==> src/pkg/lsba_pkg.sv <==
// Purpose: shared types and constants of the logic, shift and bit alu
// Assumes: one core clock, synchronous active-high reset
// Notes:   requests and flags travel as packed structs
package lsba_pkg;

    // ************************************************************
    // widths and masks
    // ************************************************************
    localparam int          DATA_W    = 32;
    localparam int          ADDR_W    = 16;
    localparam int          BITNO_W   = 3;
    localparam int          BYTE_W    = 8;
    localparam logic [31:0] MASK_BYTE = 32'h000000FF;
    localparam logic [31:0] MASK_WORD = 32'h0000FFFF;
    localparam logic [31:0] MASK_LONG = 32'hFFFFFFFF;
    localparam logic [4:0]  MSB_BYTE  = 5'h07;
    localparam logic [4:0]  MSB_WORD  = 5'h0F;
    localparam logic [4:0]  MSB_LONG  = 5'h1F;

    // ************************************************************
    // operations and sizes
    // ************************************************************
    typedef enum logic [4:0] {
        OP_AND,
        OP_OR,
        OP_XOR,
        OP_NOT,
        OP_ARITHMETIC_SHIFT_LEFT,
        OP_ARITHMETIC_SHIFT_RIGHT,
        OP_LOGIC_SHIFT_LEFT,
        OP_LOGIC_SHIFT_RIGHT,
        OP_ROTATE_LEFT,
        OP_ROTATE_RIGHT,
        OP_ROTATE_THROUGH_CARRY_LEFT,
        OP_ROTATE_THROUGH_CARRY_RIGHT,
        OP_BIT_SET_OP,
        OP_BIT_CLEAR_OP,
        OP_BIT_INVERT,
        OP_BIT_TEST,
        OP_BIT_AND_CARRY,
        OP_BIT_INV_AND_CARRY,
        OP_BIT_OR_CARRY,
        OP_BIT_INV_OR_CARRY,
        OP_BIT_XOR_CARRY,
        OP_BIT_INV_XOR_CARRY,
        OP_BIT_LOAD_CARRY,
        OP_INV_BIT_LOAD_CARRY,
        OP_BIT_STORE_CARRY,
        OP_INV_BIT_STORE_CARRY
    } lsba_op_e;

    typedef enum logic [1:0] {
        SZ_BYTE,
        SZ_WORD,
        SZ_LONG
    } lsba_size_e;

    // ************************************************************
    // carriers
    // ************************************************************
    typedef struct packed {
        logic n;
        logic z;
        logic c;
    } lsba_flags_s;

    typedef struct packed {
        lsba_op_e          op;
        lsba_size_e        size;
        logic              src_imm;      // second operand from imm
        logic              bit_from_reg; // bit number from src_reg[2:0], set/clear/invert/test only
        logic              mem_operand;  // bit op works on a memory byte
        logic [ADDR_W-1:0] mem_addr;
        logic [DATA_W-1:0] dst;
        logic [DATA_W-1:0] src_reg;
        logic [DATA_W-1:0] imm;
    } lsba_req_s;

    localparam lsba_flags_s FLAGS_RST = 3'h0;

endpackage

==> src/rtl/lsba_alu.sv <==
// Purpose: logic, shift/rotate and bit-manipulation datapath of the core
// Assumes: core holds i_req stable only in the accept cycle
// Notes:   memory bit operands use a byte read-modify-write port
// Operation
// - logic and shift take byte, word, long; bit operations are byte only
// - and combines destination with register or immediate, writes destination
// - or combines destination with register or immediate, writes destination
// - xor combines destination with register or immediate, writes destination
// - not inverts every bit of the sized destination
// - arithmetic shifts move destination one place, right keeps sign
// - logic shifts move destination one place, fill with zero
// - rotates move destination one place, out bit re-enters opposite end
// - rotates through carry include carry in the loop
// - bit set forces the selected byte bit to one
// - bit clear forces the selected byte bit to zero
// - bit invert toggles the selected bit, writes the byte back
// - bit test sets zero flag to inverse of bit, operand unchanged
// - set, clear, invert, test take bit number from immediate or register
// - carry bit operations, plain and inverted, take bit number from immediate only
// - carry becomes carry and bit, or carry and inverted bit
// - carry becomes carry or bit, or carry or inverted bit
// - carry becomes carry xor bit, or carry xor inverted bit
// - carry becomes selected bit, or its inverse
// - selected bit becomes carry, or inverted carry, others unchanged
`timescale 1ns/1ns
`default_nettype none
module lsba_alu (
    input  wire logic                  i_sys_clk,
    input  wire logic                  i_reset,
    input  wire logic                  i_valid,
    input  wire lsba_pkg::lsba_req_s   i_req,
    input  wire lsba_pkg::lsba_flags_s i_flags,
    input  wire logic [7:0]            i_mem_rdata,
    input  wire logic                  i_mem_ack,
    output logic                       o_ready,
    output logic                       o_done,
    output logic [31:0]                o_result,
    output logic                       o_result_we,
    output lsba_pkg::lsba_flags_s      o_flags,
    output lsba_pkg::lsba_flags_s      o_flags_we,
    output logic                       o_mem_rd,
    output logic                       o_mem_wr,
    output logic [15:0]                o_mem_addr,
    output logic [7:0]                 o_mem_wdata
);

    // ************************************************************
    // state and captured request
    // ************************************************************
    typedef enum logic [1:0] {ST_IDLE, ST_RD, ST_EXEC, ST_WR} lsba_state_e;

    lsba_state_e           state;
    lsba_pkg::lsba_req_s   req_q;
    lsba_pkg::lsba_flags_s cc_q;
    logic                  mem_q;
    logic [7:0]            mem_byte;
    logic                  mem_req;
    logic                  accept;

    // datapath values
    logic [31:0]           src_val;
    logic [31:0]           opnd;
    logic [2:0]            bit_no;
    logic                  bit_val;
    logic [7:0]            bmask;
    logic [7:0]            nbyte;
    logic [31:0]           lres;
    logic [31:0]           mres;
    logic [31:0]           mask;
    logic                  wb;
    logic                  is_bit;
    logic                  imm_only;
    lsba_pkg::lsba_size_e  eff_size;
    lsba_pkg::lsba_flags_s nflags;
    lsba_pkg::lsba_flags_s nwe;
    logic [31:0]           sh_res;
    logic                  sh_c;
    logic                  ex_reg;

    // only bit operations may address memory
    assign mem_req = i_req.mem_operand && (i_req.op >= lsba_pkg::OP_BIT_SET_OP);
    assign accept  = i_valid && (state == ST_IDLE);
    assign o_ready = (state == ST_IDLE);
    assign ex_reg  = (state == ST_EXEC) && !mem_q;

    // ************************************************************
    // sequencer
    // ************************************************************
    always_ff @(posedge i_sys_clk) begin
        if (i_reset) begin
            state <= ST_IDLE;
        end else begin
            case (state)
                ST_IDLE: if (accept) begin
                    state <= mem_req ? ST_RD : ST_EXEC;
                end
                ST_RD: if (i_mem_ack) begin
                    state <= ST_EXEC;
                end
                ST_EXEC: state <= (mem_q && wb) ? ST_WR : ST_IDLE;
                ST_WR: if (i_mem_ack) begin
                    state <= ST_IDLE;
                end
                default: state <= ST_IDLE;
            endcase
        end
    end

    // request, flags and memory byte capture
    always_ff @(posedge i_sys_clk) begin
        if (i_reset) begin
            req_q    <= '0;
            cc_q     <= lsba_pkg::FLAGS_RST;
            mem_q    <= 1'b0;
            mem_byte <= 8'h00;
        end else begin
            if (accept) begin
                req_q <= i_req;
                cc_q  <= i_flags;
                mem_q <= mem_req;
            end
            if (state == ST_RD && i_mem_ack) begin
                mem_byte <= i_mem_rdata;
            end
        end
    end

    // ************************************************************
    // datapath
    // ************************************************************
    lsba_shifter u_shifter (
        .i_op     (req_q.op),
        .i_size   (req_q.size),
        .i_value  (req_q.dst),
        .i_carry  (cc_q.c),
        .o_result (sh_res),
        .o_carry  (sh_c)
    );

    // operand selection and bit addressing
    always_comb begin
        is_bit   = (req_q.op >= lsba_pkg::OP_BIT_SET_OP);
        imm_only = (req_q.op >= lsba_pkg::OP_BIT_AND_CARRY);
        eff_size = is_bit ? lsba_pkg::SZ_BYTE : req_q.size;
        src_val  = req_q.src_imm ? req_q.imm : req_q.src_reg;
        opnd     = mem_q ? {24'h000000, mem_byte} : req_q.dst;
        if (req_q.bit_from_reg && !imm_only) begin
            bit_no = req_q.src_reg[2:0];
        end else begin
            bit_no = req_q.imm[2:0];
        end
        bit_val = opnd[bit_no];
        bmask   = 8'(8'h01 << bit_no);
        case (eff_size)
            lsba_pkg::SZ_BYTE: mask = lsba_pkg::MASK_BYTE;
            lsba_pkg::SZ_WORD: mask = lsba_pkg::MASK_WORD;
            default:           mask = lsba_pkg::MASK_LONG;
        endcase
    end

    // operation results, write-back and flag updates
    always_comb begin
        lres   = opnd;
        nbyte  = opnd[7:0];
        wb     = 1'b1;
        nflags = cc_q;
        nwe    = 3'h0;
        case (req_q.op)
            lsba_pkg::OP_AND: lres = opnd & src_val;
            lsba_pkg::OP_OR:  lres = opnd | src_val;
            lsba_pkg::OP_XOR: lres = opnd ^ src_val;
            lsba_pkg::OP_NOT: lres = ~opnd;
            lsba_pkg::OP_BIT_SET_OP:   nbyte = opnd[7:0] | bmask;
            lsba_pkg::OP_BIT_CLEAR_OP: nbyte = opnd[7:0] & ~bmask;
            lsba_pkg::OP_BIT_INVERT:   nbyte = opnd[7:0] ^ bmask;
            lsba_pkg::OP_BIT_TEST: begin
                wb       = 1'b0;
                nflags.z = ~bit_val;
                nwe.z    = 1'b1;
            end
            lsba_pkg::OP_BIT_STORE_CARRY:
                nbyte = (opnd[7:0] & ~bmask) | (cc_q.c ? bmask : 8'h00);
            lsba_pkg::OP_INV_BIT_STORE_CARRY:
                nbyte = (opnd[7:0] & ~bmask) | (cc_q.c ? 8'h00 : bmask);
            default: begin
                if (req_q.op >= lsba_pkg::OP_BIT_AND_CARRY) begin
                    wb    = 1'b0;
                    nwe.c = 1'b1;
                end else begin
                    lres  = sh_res;
                    nwe.c = 1'b1;
                end
            end
        endcase
        // carry combining and loading group
        case (req_q.op)
            lsba_pkg::OP_BIT_AND_CARRY:      nflags.c = cc_q.c & bit_val;
            lsba_pkg::OP_BIT_INV_AND_CARRY:  nflags.c = cc_q.c & ~bit_val;
            lsba_pkg::OP_BIT_OR_CARRY:       nflags.c = cc_q.c | bit_val;
            lsba_pkg::OP_BIT_INV_OR_CARRY:   nflags.c = cc_q.c | ~bit_val;
            lsba_pkg::OP_BIT_XOR_CARRY:      nflags.c = cc_q.c ^ bit_val;
            lsba_pkg::OP_BIT_INV_XOR_CARRY:  nflags.c = cc_q.c ^ ~bit_val;
            lsba_pkg::OP_BIT_LOAD_CARRY:     nflags.c = bit_val;
            lsba_pkg::OP_INV_BIT_LOAD_CARRY: nflags.c = ~bit_val;
            default: begin
                if (!is_bit) begin
                    nflags.c = nwe.c ? sh_c : cc_q.c;
                end
            end
        endcase
        if (is_bit) begin
            lres = {opnd[31:8], nbyte};
        end
        // merge sized part into destination, upper bits kept
        mres = (req_q.dst & ~mask) | (lres & mask);
        if (!is_bit) begin
            nflags.n = |(mres & mask & ~(mask >> 1));
            nflags.z = ((mres & mask) == 32'h00000000);
            nwe.n    = 1'b1;
            nwe.z    = 1'b1;
        end
    end

    // ************************************************************
    // outputs
    // ************************************************************
    // result and flag write strobes for one cycle
    always_ff @(posedge i_sys_clk) begin
        if (i_reset) begin
            o_result    <= 32'h00000000;
            o_result_we <= 1'b0;
            o_flags     <= lsba_pkg::FLAGS_RST;
            o_flags_we  <= lsba_pkg::FLAGS_RST;
        end else begin
            o_result_we <= ex_reg && wb;
            o_flags_we  <= (state == ST_EXEC) ? nwe : 3'h0;
            if (state == ST_EXEC) begin
                o_result <= mres;
                o_flags  <= nflags;
            end
        end
    end

    // completion pulse
    always_ff @(posedge i_sys_clk) begin
        if (i_reset) begin
            o_done <= 1'b0;
        end else begin
            o_done <= ((state == ST_EXEC) && !(mem_q && wb))
                   || ((state == ST_WR) && i_mem_ack);
        end
    end

    // memory read-modify-write port, strobes held until ack
    always_ff @(posedge i_sys_clk) begin
        if (i_reset) begin
            o_mem_rd    <= 1'b0;
            o_mem_wr    <= 1'b0;
            o_mem_addr  <= 16'h0000;
            o_mem_wdata <= 8'h00;
        end else begin
            if (accept && mem_req) begin
                o_mem_rd   <= 1'b1;
                o_mem_addr <= i_req.mem_addr;
            end else if (state == ST_RD && i_mem_ack) begin
                o_mem_rd <= 1'b0;
            end
            if (state == ST_EXEC && mem_q && wb) begin
                o_mem_wr    <= 1'b1;
                o_mem_wdata <= nbyte;
            end else if (state == ST_WR && i_mem_ack) begin
                o_mem_wr <= 1'b0;
            end
        end
    end

    // ************************************************************
    // checks
    // ************************************************************
    and_result_a: assert property (@(posedge i_sys_clk) disable iff (i_reset)
        ex_reg && req_q.op == lsba_pkg::OP_AND && req_q.size == lsba_pkg::SZ_BYTE
        |=> o_result_we && o_result[7:0] == ($past(opnd[7:0]) & $past(src_val[7:0])))
        else $error("and result wrong");

    or_result_a: assert property (@(posedge i_sys_clk) disable iff (i_reset)
        ex_reg && req_q.op == lsba_pkg::OP_OR && req_q.size == lsba_pkg::SZ_WORD
        |=> o_result[15:0] == ($past(opnd[15:0]) | $past(src_val[15:0])))
        else $error("or result wrong");

    xor_result_a: assert property (@(posedge i_sys_clk) disable iff (i_reset)
        ex_reg && req_q.op == lsba_pkg::OP_XOR && req_q.size == lsba_pkg::SZ_LONG
        |=> o_result == ($past(opnd) ^ $past(src_val)))
        else $error("xor result wrong");

    not_result_a: assert property (@(posedge i_sys_clk) disable iff (i_reset)
        ex_reg && req_q.op == lsba_pkg::OP_NOT && req_q.size == lsba_pkg::SZ_BYTE
        |=> o_result[7:0] == ~$past(opnd[7:0]) && o_result[31:8] == $past(opnd[31:8]))
        else $error("not result wrong");

    sar_sign_a: assert property (@(posedge i_sys_clk) disable iff (i_reset)
        ex_reg && req_q.op == lsba_pkg::OP_ARITHMETIC_SHIFT_RIGHT
        && req_q.size == lsba_pkg::SZ_BYTE
        |=> o_result[7:6] == {2{$past(opnd[7])}} && o_flags.c == $past(opnd[0]))
        else $error("arithmetic right shift wrong");

    shr_fill_a: assert property (@(posedge i_sys_clk) disable iff (i_reset)
        ex_reg && req_q.op == lsba_pkg::OP_LOGIC_SHIFT_RIGHT
        && req_q.size == lsba_pkg::SZ_WORD
        |=> !o_result[15] && !o_flags.n && o_flags_we == 3'h7)
        else $error("logic right shift fill wrong");

    rotate_left_wrap_a: assert property (@(posedge i_sys_clk) disable iff (i_reset)
        ex_reg && req_q.op == lsba_pkg::OP_ROTATE_LEFT && req_q.size == lsba_pkg::SZ_BYTE
        |=> o_result[0] == $past(opnd[7]) && o_flags.c == $past(opnd[7]))
        else $error("rotate left wrap wrong");

    rotate_through_carry_right_carry_a: assert property (@(posedge i_sys_clk) disable iff (i_reset)
        ex_reg && req_q.op == lsba_pkg::OP_ROTATE_THROUGH_CARRY_RIGHT
        && req_q.size == lsba_pkg::SZ_LONG
        |=> o_result[31] == $past(cc_q.c) && o_flags.c == $past(opnd[0]))
        else $error("rotate through carry wrong");

    bit_test_a: assert property (@(posedge i_sys_clk) disable iff (i_reset)
        state == ST_EXEC && req_q.op == lsba_pkg::OP_BIT_TEST
        |=> o_flags.z == !$past(bit_val) && !o_result_we && !o_mem_wr)
        else $error("bit test wrong");

    imm_bitno_a: assert property (@(posedge i_sys_clk) disable iff (i_reset)
        state == ST_EXEC && req_q.op == lsba_pkg::OP_BIT_LOAD_CARRY
        |=> o_flags.c == $past(opnd[req_q.imm[2:0]]) && o_flags_we == 3'h1)
        else $error("carry bit op used register bit number");

    bit_clear_a: assert property (@(posedge i_sys_clk) disable iff (i_reset)
        ex_reg && req_q.op == lsba_pkg::OP_BIT_CLEAR_OP
        |=> o_result_we && !o_result[$past(bit_no)] && o_result[31:8] == $past(req_q.dst[31:8]))
        else $error("bit clear result wrong");

    bit_invert_a: assert property (@(posedge i_sys_clk) disable iff (i_reset)
        ex_reg && req_q.op == lsba_pkg::OP_BIT_INVERT
        |=> o_result[$past(bit_no)] == !$past(bit_val) && o_result[31:8] == $past(req_q.dst[31:8]))
        else $error("bit invert result wrong");

    mem_rmw_a: assert property (@(posedge i_sys_clk) disable iff (i_reset)
        state == ST_RD && i_mem_ack && req_q.op == lsba_pkg::OP_BIT_SET_OP
        |=> ##1 o_mem_wr && o_mem_wdata == ($past(i_mem_rdata, 2) | $past(bmask)))
        else $error("memory bit write-back wrong");

endmodule
`default_nettype wire

==> src/rtl/lsba_shifter.sv <==
// Purpose: one-place shift and rotate of a byte, word or longword
// Assumes: op is one of the eight shift or rotate operations
// Notes:   bits above the operand size are don't-care on the output
`timescale 1ns/1ns
`default_nettype none
module lsba_shifter (
    input  wire lsba_pkg::lsba_op_e   i_op,
    input  wire lsba_pkg::lsba_size_e i_size,
    input  wire logic [31:0]          i_value,
    input  wire logic                 i_carry,
    output logic [31:0]               o_result,
    output logic                      o_carry
);

    logic [4:0]  msb;
    logic        top_bit;
    logic        is_left;
    logic        fill;
    logic [31:0] right;

    // index of the sign bit for the operand size
    always_comb begin
        case (i_size)
            lsba_pkg::SZ_BYTE: msb = lsba_pkg::MSB_BYTE;
            lsba_pkg::SZ_WORD: msb = lsba_pkg::MSB_WORD;
            default:           msb = lsba_pkg::MSB_LONG;
        endcase
    end

    assign top_bit = i_value[msb];

    // direction and the bit that enters the vacated end
    always_comb begin
        is_left = 1'b1;
        fill    = 1'b0;
        case (i_op)
            lsba_pkg::OP_ROTATE_LEFT:                fill = top_bit;
            lsba_pkg::OP_ROTATE_THROUGH_CARRY_LEFT:  fill = i_carry;
            lsba_pkg::OP_ARITHMETIC_SHIFT_RIGHT: begin
                is_left = 1'b0;
                fill    = top_bit;
            end
            lsba_pkg::OP_LOGIC_SHIFT_RIGHT:          is_left = 1'b0;
            lsba_pkg::OP_ROTATE_RIGHT: begin
                is_left = 1'b0;
                fill    = i_value[0];
            end
            lsba_pkg::OP_ROTATE_THROUGH_CARRY_RIGHT: begin
                is_left = 1'b0;
                fill    = i_carry;
            end
            default: ;
        endcase
    end

    // move by one place; the bit pushed out goes to carry
    always_comb begin
        right      = {1'b0, i_value[31:1]};
        right[msb] = fill;
        o_result   = is_left ? {i_value[30:0], fill} : right;
        o_carry    = is_left ? top_bit : i_value[0];
    end

endmodule
`default_nettype wire

==> config.mk <==
export PLATFORM = sky130hd
export DESIGN_NAME = lsba_alu
export DESIGN_NICKNAME = d
export VERILOG_FILES = /design/src/pkg/lsba_pkg.sv /design/src/rtl/lsba_alu.sv /design/src/rtl/lsba_shifter.sv
export SDC_FILE = /design/constraint.sdc
export NUM_CORES = 1
export LEC_CHECK = 0
export CAP_MARGIN = 10
export CORE_ASPECT_RATIO = 1.5
export CORE_MARGIN = 3
export CORE_UTILIZATION = 40
export CTS_BUF_LIST = sky130_fd_sc_hd__clkbuf_4 sky130_fd_sc_hd__clkbuf_8
export CTS_CLUSTER_SIZE = 20
export DETAILED_ROUTE_END_ITERATION = 6
export DONT_BUFFER_PORTS = 1
export GPL_ROUTABILITY_DRIVEN = 0
export SYNTH_ARGS = -nofsm -noshare
export SYNTH_HDL_FRONTEND = slang
export SYNTH_HIERARCHICAL = 1
export SYNTH_SLANG_ARGS = --single-unit
==> constraint.sdc <==
create_clock -name i_sys_clk -period 3.4 [get_ports i_sys_clk]
set_input_delay 0.17 -clock i_sys_clk [delete_from_list [all_inputs] [get_ports i_sys_clk]]
set_output_delay 0.17 -clock i_sys_clk [all_outputs]
set_load 0.03 [all_outputs]
Word level (Yosys, flattened, before mapping):

Cells that the tools add are included.

* register bits: 185
* input port bits: 137
* output and inout bits: 67
* logic and storage cells: 164

* $lt $le $gt $ge: 6
* equality and inequality tests: 31
* shift operators: 1
* muxes and demuxes: 42
* bitwise gates (word level): 25
* reduce and logical (&&, ||, !) cells: 33

Operator list (count)
* 32-bit AND: 5
* 32-bit 2-to-1 mux: 5
* 32-bit case mux with 5 select lines: 1
* 32-bit inverter: 2
* 32-bit bitwise OR: 2
* 32-bit case mux with 2 select lines: 1
* 5-bit equality test, second input constant: 10
* 5-bit by 4-bit equality test with 1-bit output, second input constant: 8
* 8-bit case mux with 5 select lines: 1
* 32-bit bitwise mux: 1
* 32-bit logical NOT: 1
* 31-bit inverter with 32-bit output: 1
* 32-bit OR reduction: 1
* 32-bit bitwise XOR: 1
* 8-bit bitwise OR: 3
* 2-bit 2-to-1 mux: 8
* 8-bit 2-to-1 mux: 2
* 1-bit 2-to-1 mux: 14
* 1-bit logical AND: 13
* 5-bit by 2-bit equality test with 1-bit output, second input constant: 2
* 5-bit by 3-bit equality test with 1-bit output, second input constant: 2
* 5-bit by 4-bit >= comparator with 1-bit output, second input constant: 2
* 5-bit case mux with 2 select lines: 1
* 10-bit OR reduction: 1
* other kinds (35): 50

Logic depth before layout (Yosys ltp):

* depth after elaboration: 17
* mapped depth: 14

Cells and area by module:

Netlist, hierarchy kept.

By module, submodules not included
* lsba_alu: instances 1, cells an instance 1489, area an instance 11105.7 um^2
* lsba_shifter: instances 1, cells an instance 119, area an instance 545.5 um^2

Least setup slack after synthesis:

No wires, ideal clock.

* kind: reg-to-reg
* from: register req_q[121] in the netlist's numbering
* to: register o_flags[1] in the netlist's numbering
* setup time: 96 ps
* arrival: 2900 ps
* required time: 3304 ps
* path slack: 404 ps
* cell stages (with the launch flop): 13
* buffers on the path: 2
* period minus slack after synthesis: 2996 ps
* cells stage by stage: dfxtp_1 > buf_4 > nand2b_4 > buf_6 > mux2i_2 > nand2_1 > ha_1 > a21oi_1 > nor2_1 > a2111oi_1 > nor2_1 > or4_1 > o41ai_2

* word-level cells in the longest chain between the ends: 15

RTL lines
* from (decl): RTL line lsba_alu.sv:53 `lsba_pkg::lsba_req_s req_q;`
* from (signal assigned): RTL line lsba_alu.sv:118 `req_q <= i_req;`
* 5-bit >= comparator: RTL line lsba_alu.sv:143, lsba_alu.sv:186
* 1-bit logical NOT: RTL line lsba_alu.sv:147 `if (req_q.bit_from_reg && !imm_only) begin`
* 1-bit logical AND: RTL line lsba_alu.sv:147
* 3-bit 2-to-1 mux: RTL line lsba_alu.sv:147
* 1-bit by 3-bit left shift with 8-bit output: RTL line lsba_alu.sv:153 `bmask = 8'(8'h01 << bit_no);`
* 8-bit inverter: RTL line lsba_alu.sv:174, lsba_alu.sv:182, lsba_alu.sv:184
* 8-bit AND: RTL line lsba_alu.sv:174, lsba_alu.sv:182, lsba_alu.sv:184
* 8-bit bitwise OR, on equally long branches: RTL line lsba_alu.sv:184, lsba_alu.sv:182
* 8-bit case mux with 5 select lines: RTL line lsba_alu.sv:168 `case (req_q.op)`
* 32-bit 2-to-1 mux: RTL line lsba_alu.sv:211 `if (is_bit) begin`
* 32-bit AND: RTL line lsba_alu.sv:215 `mres = (req_q.dst & ~mask) | (lres & mask);`
* 32-bit bitwise OR: RTL line lsba_alu.sv:215
* 32-bit AND: RTL line lsba_alu.sv:218 `nflags.z = ((mres & mask) == 32'h00000000);`
* 32-bit logical NOT: RTL line lsba_alu.sv:218
* 2-bit 2-to-1 mux (*): RTL line lsba_alu.sv:216 `if (!is_bit) begin`
* to (signal assigned): RTL line lsba_alu.sv:232 `o_flags <= lsba_pkg::FLAGS_RST;`
* to (signal assigned): RTL line lsba_alu.sv:239 `o_flags <= nflags;`
* to (decl): RTL line lsba_alu.sv:39 `output lsba_pkg::lsba_flags_s o_flags,`

Every way passes the cells marked *; elsewhere a longest branch is shown, timed or not. The select of a mux whose other input is x is not followed.
A chain may end at the register's enable or synchronous reset.

Worst setup path in the final report:

* from: register req_q[119] in the netlist's numbering
* to: register o_flags[1] in the netlist's numbering

Same word-level chain as after synthesis.

==> reports/qor.yml <==
startpoint_type: "flop"
die_h_um: 215
hold_ws_ns: 0.0832
io_pins: 204
p_leak_uw: 0.00597
end_kind: "flop"
cp.required_ns: 3.80
cts.root.buffer_cell: "clkbuf_8"
via_count: 12000
layout.cells.most_common: "nand2_1"
mostFrequentLayoutCells: "452 x nand2_1, 204 x a21oi_1, 181 x dfxtp_1"
fmax_mhz: 306
ys_ff_latch: 185
cp_slowest_cell: "o21a_1"
clk_pin_slew_ns: 0.11
wl_per_cell_um: 20.2
grt_pass1_wl_um: 66000
clockPowerShare: 0.264
wirelength_um: 43000
syn_inst: 1608
cts_max_level: 4
maxSlewViolCount: 0
syn_area_um2: 11700
grt_max_degree: 186
status: "finished, final reports clean"
worst_slew_margin_rel: 0.250
antenna_found_initial: 1
fill_cells: 2791
synthesis.nets: 1825
critPathMaxFanout: 38
overflow: 0
drtIter0Drc: 1216
power_frac_comb: 0.296
ir_drop_uv: 257
setup_violations: 0
power.total_uw: 5910
fin_crit_ns: 3.26
cts.sinks: 185
cap_violations: 0
grt_pass1_vias: 11400
switching_share: 0.384
post-route-util: 0.502
synth_area_per_cell_um2: 7.25
coreArea_um2: 28300
start_util: 0.411
drc_errors: 0
tightestPinTransition_ns: 1.12
drive_gt1_frac: 0.0881
crit_top_cell: "buf_4"
routed_via_density: 5.62
yosysSeqAreaShare: 0.318
crit_arrival_ns: 3.66
nets: 1953
intPower_uw: 3640
die_w_um: 145
synthFlopType: "dfxtp_1"
synth.distinct_cells: 80
dieArea_um2: 31300
fin_tns_setup_ns: 0
worst_hold_path.num_cells: 2
max_stage_delay_ns: 0.46
finalHoldViolCount: 0
synth_warnings: 6
clk_path_buf_depth: 2
cts_tree: "yes"
cts_buffers: 17
postRouteAntennaNets: 0
clock_latency_ns: 0.51
grt_usage: 0.267
crit_type: "reg -> reg"
synth_edf_count: 0
fin_crit_sh: 0.960
fin_skew_ns: 0.0238
worstPathCellList: "buf_4 -> nand4bb_2 -> o21a_1 -> o21ai_0 -> o31ai_2 -> o2111ai_1 -> nor4_2 -> buf_4 -> a21oi_1 -> o41ai_2"
layout_setup_ws_ns: 0.137
reg2reg_depth: 10
core.rowCount: 75
power_switching_uw: 2270
first_pass_iters: 6
reg2reg_slack_ns: 0.14
synthArstFlopShare: 0
power_density_nw_per_um2: 416
pre_cts_ws_ns: -0.172
place_hpwl_um: 31900
pwr-share-seq: 0.440
hold_class: "in -> reg"
area.growth.synth_to_final_pct: 22.0
portBuffers: 0
[flip-flops by register name, indices dropped and copies added, names as in the netlist, 2 cells and up]
signal / cells
o_mem_addr: 16
cc_q: 3
o_flags_we: 3
o_flags: 3
o_result: 32
state: 2
req_q: 105
mem_byte: 8
o_mem_wdata: 8
[worst max-delay path: cells and delay by family, from the launching register on]
kind,cells,cell delay [ns]
buf+inv,2,0.55
compound gates,6,1.48
flops,1,0.36
simple gates,2,0.74
[power by group through the flow]
stage               clock [uW]  sequential (uW)  combinational (uW)
global placement             0             2650                1490
CTS                       1610             2610                1690
global route              1690             2620                1900
finish                    1560             2600                1750
floorplan                    0             2570                1080
detailed placement           0             2660                1510
[layout make-up]
cell class | count | area [um2] | share of cell area
Sequential cell | 185 | 3710 | 0.261
Clock buffer | 17 | 234 | 0.0165
Clock inverter | 15 | 203 | 0.0143
Antenna cell | 1 | 2.50 | 0.000176
Tap cell | 385 | 482 | 0.0339
Timing Repair Buffer | 223 | 2080 | 0.146
Multi-Input combinational cell | 1234 | 7220 | 0.508
Inverter | 75 | 282 | 0.0198
[worst paths after layout]
| path | startpoint | endpoint |
|---|---|---|
| worst max-delay path | req_q[119] | o_flags[1] |
| worst min-delay path | i_reset | o_mem_wdata[2] |
| worst max register to register | req_q[119] | o_flags[1] |
| worst min register to register | req_q[38] | req_q[38] |
[synth_stat cells, types with 17 or more instances]
cell	instances	area [um2]
nand2b_1	33	206
inv_1	75	282
nand2_1	453	1700
buf_2	21	105
nor3_1	28	140
nand3_1	17	85.1
clkbuf_1	76	285
mux2i_1	71	711
a211oi_1	19	143
dfxtp_1	185	3700
ha_1	80	1000
a21oi_1	204	1020
nor2_1	99	372
o21ai_0	39	195
[layer usage]
layer,track usage,up-vias,routed length (um)
met5,0,-,0
met4,0.189,0,3360
met3,0.0461,140,3060
met2,0.430,597,19900
met1,0.322,5514,16800
li1,-,5746,-
[stage by stage]
stage / instances / cell area, um2
6_report: 2135 / 14200
5_1_grt: 2135 / 14200
4_1_cts: 2126 / 14100
2_1_floorplan: 1608 / 11700
3_5_place_dp: 1956 / 12300
3_3_place_gp: 1956 / 12300
[cells by family after synthesis]
kind of cell | count (synthesis) | share of synthesized area
simple gates | 683 | 0.248
xor+xnor | 3 | 0.00290
flops | 185 | 0.318
buf+inv | 189 | 0.0686
compound gates | 389 | 0.208
fa+ha+maj | 82 | 0.0877
mux | 77 | 0.0670
[timing repair]
item / 4_1_cts / 5_1_grt
setup endpoints to repair: 1 / 1
endpoints found under the hold margin: 185 / 0
hold buffers: 138 / 0
setup buffers: 0 / 8
gates resized for setup: 3 / 11
gates cloned: 0 / 0
No activity file was read; power rests on OpenSTA's default activity.
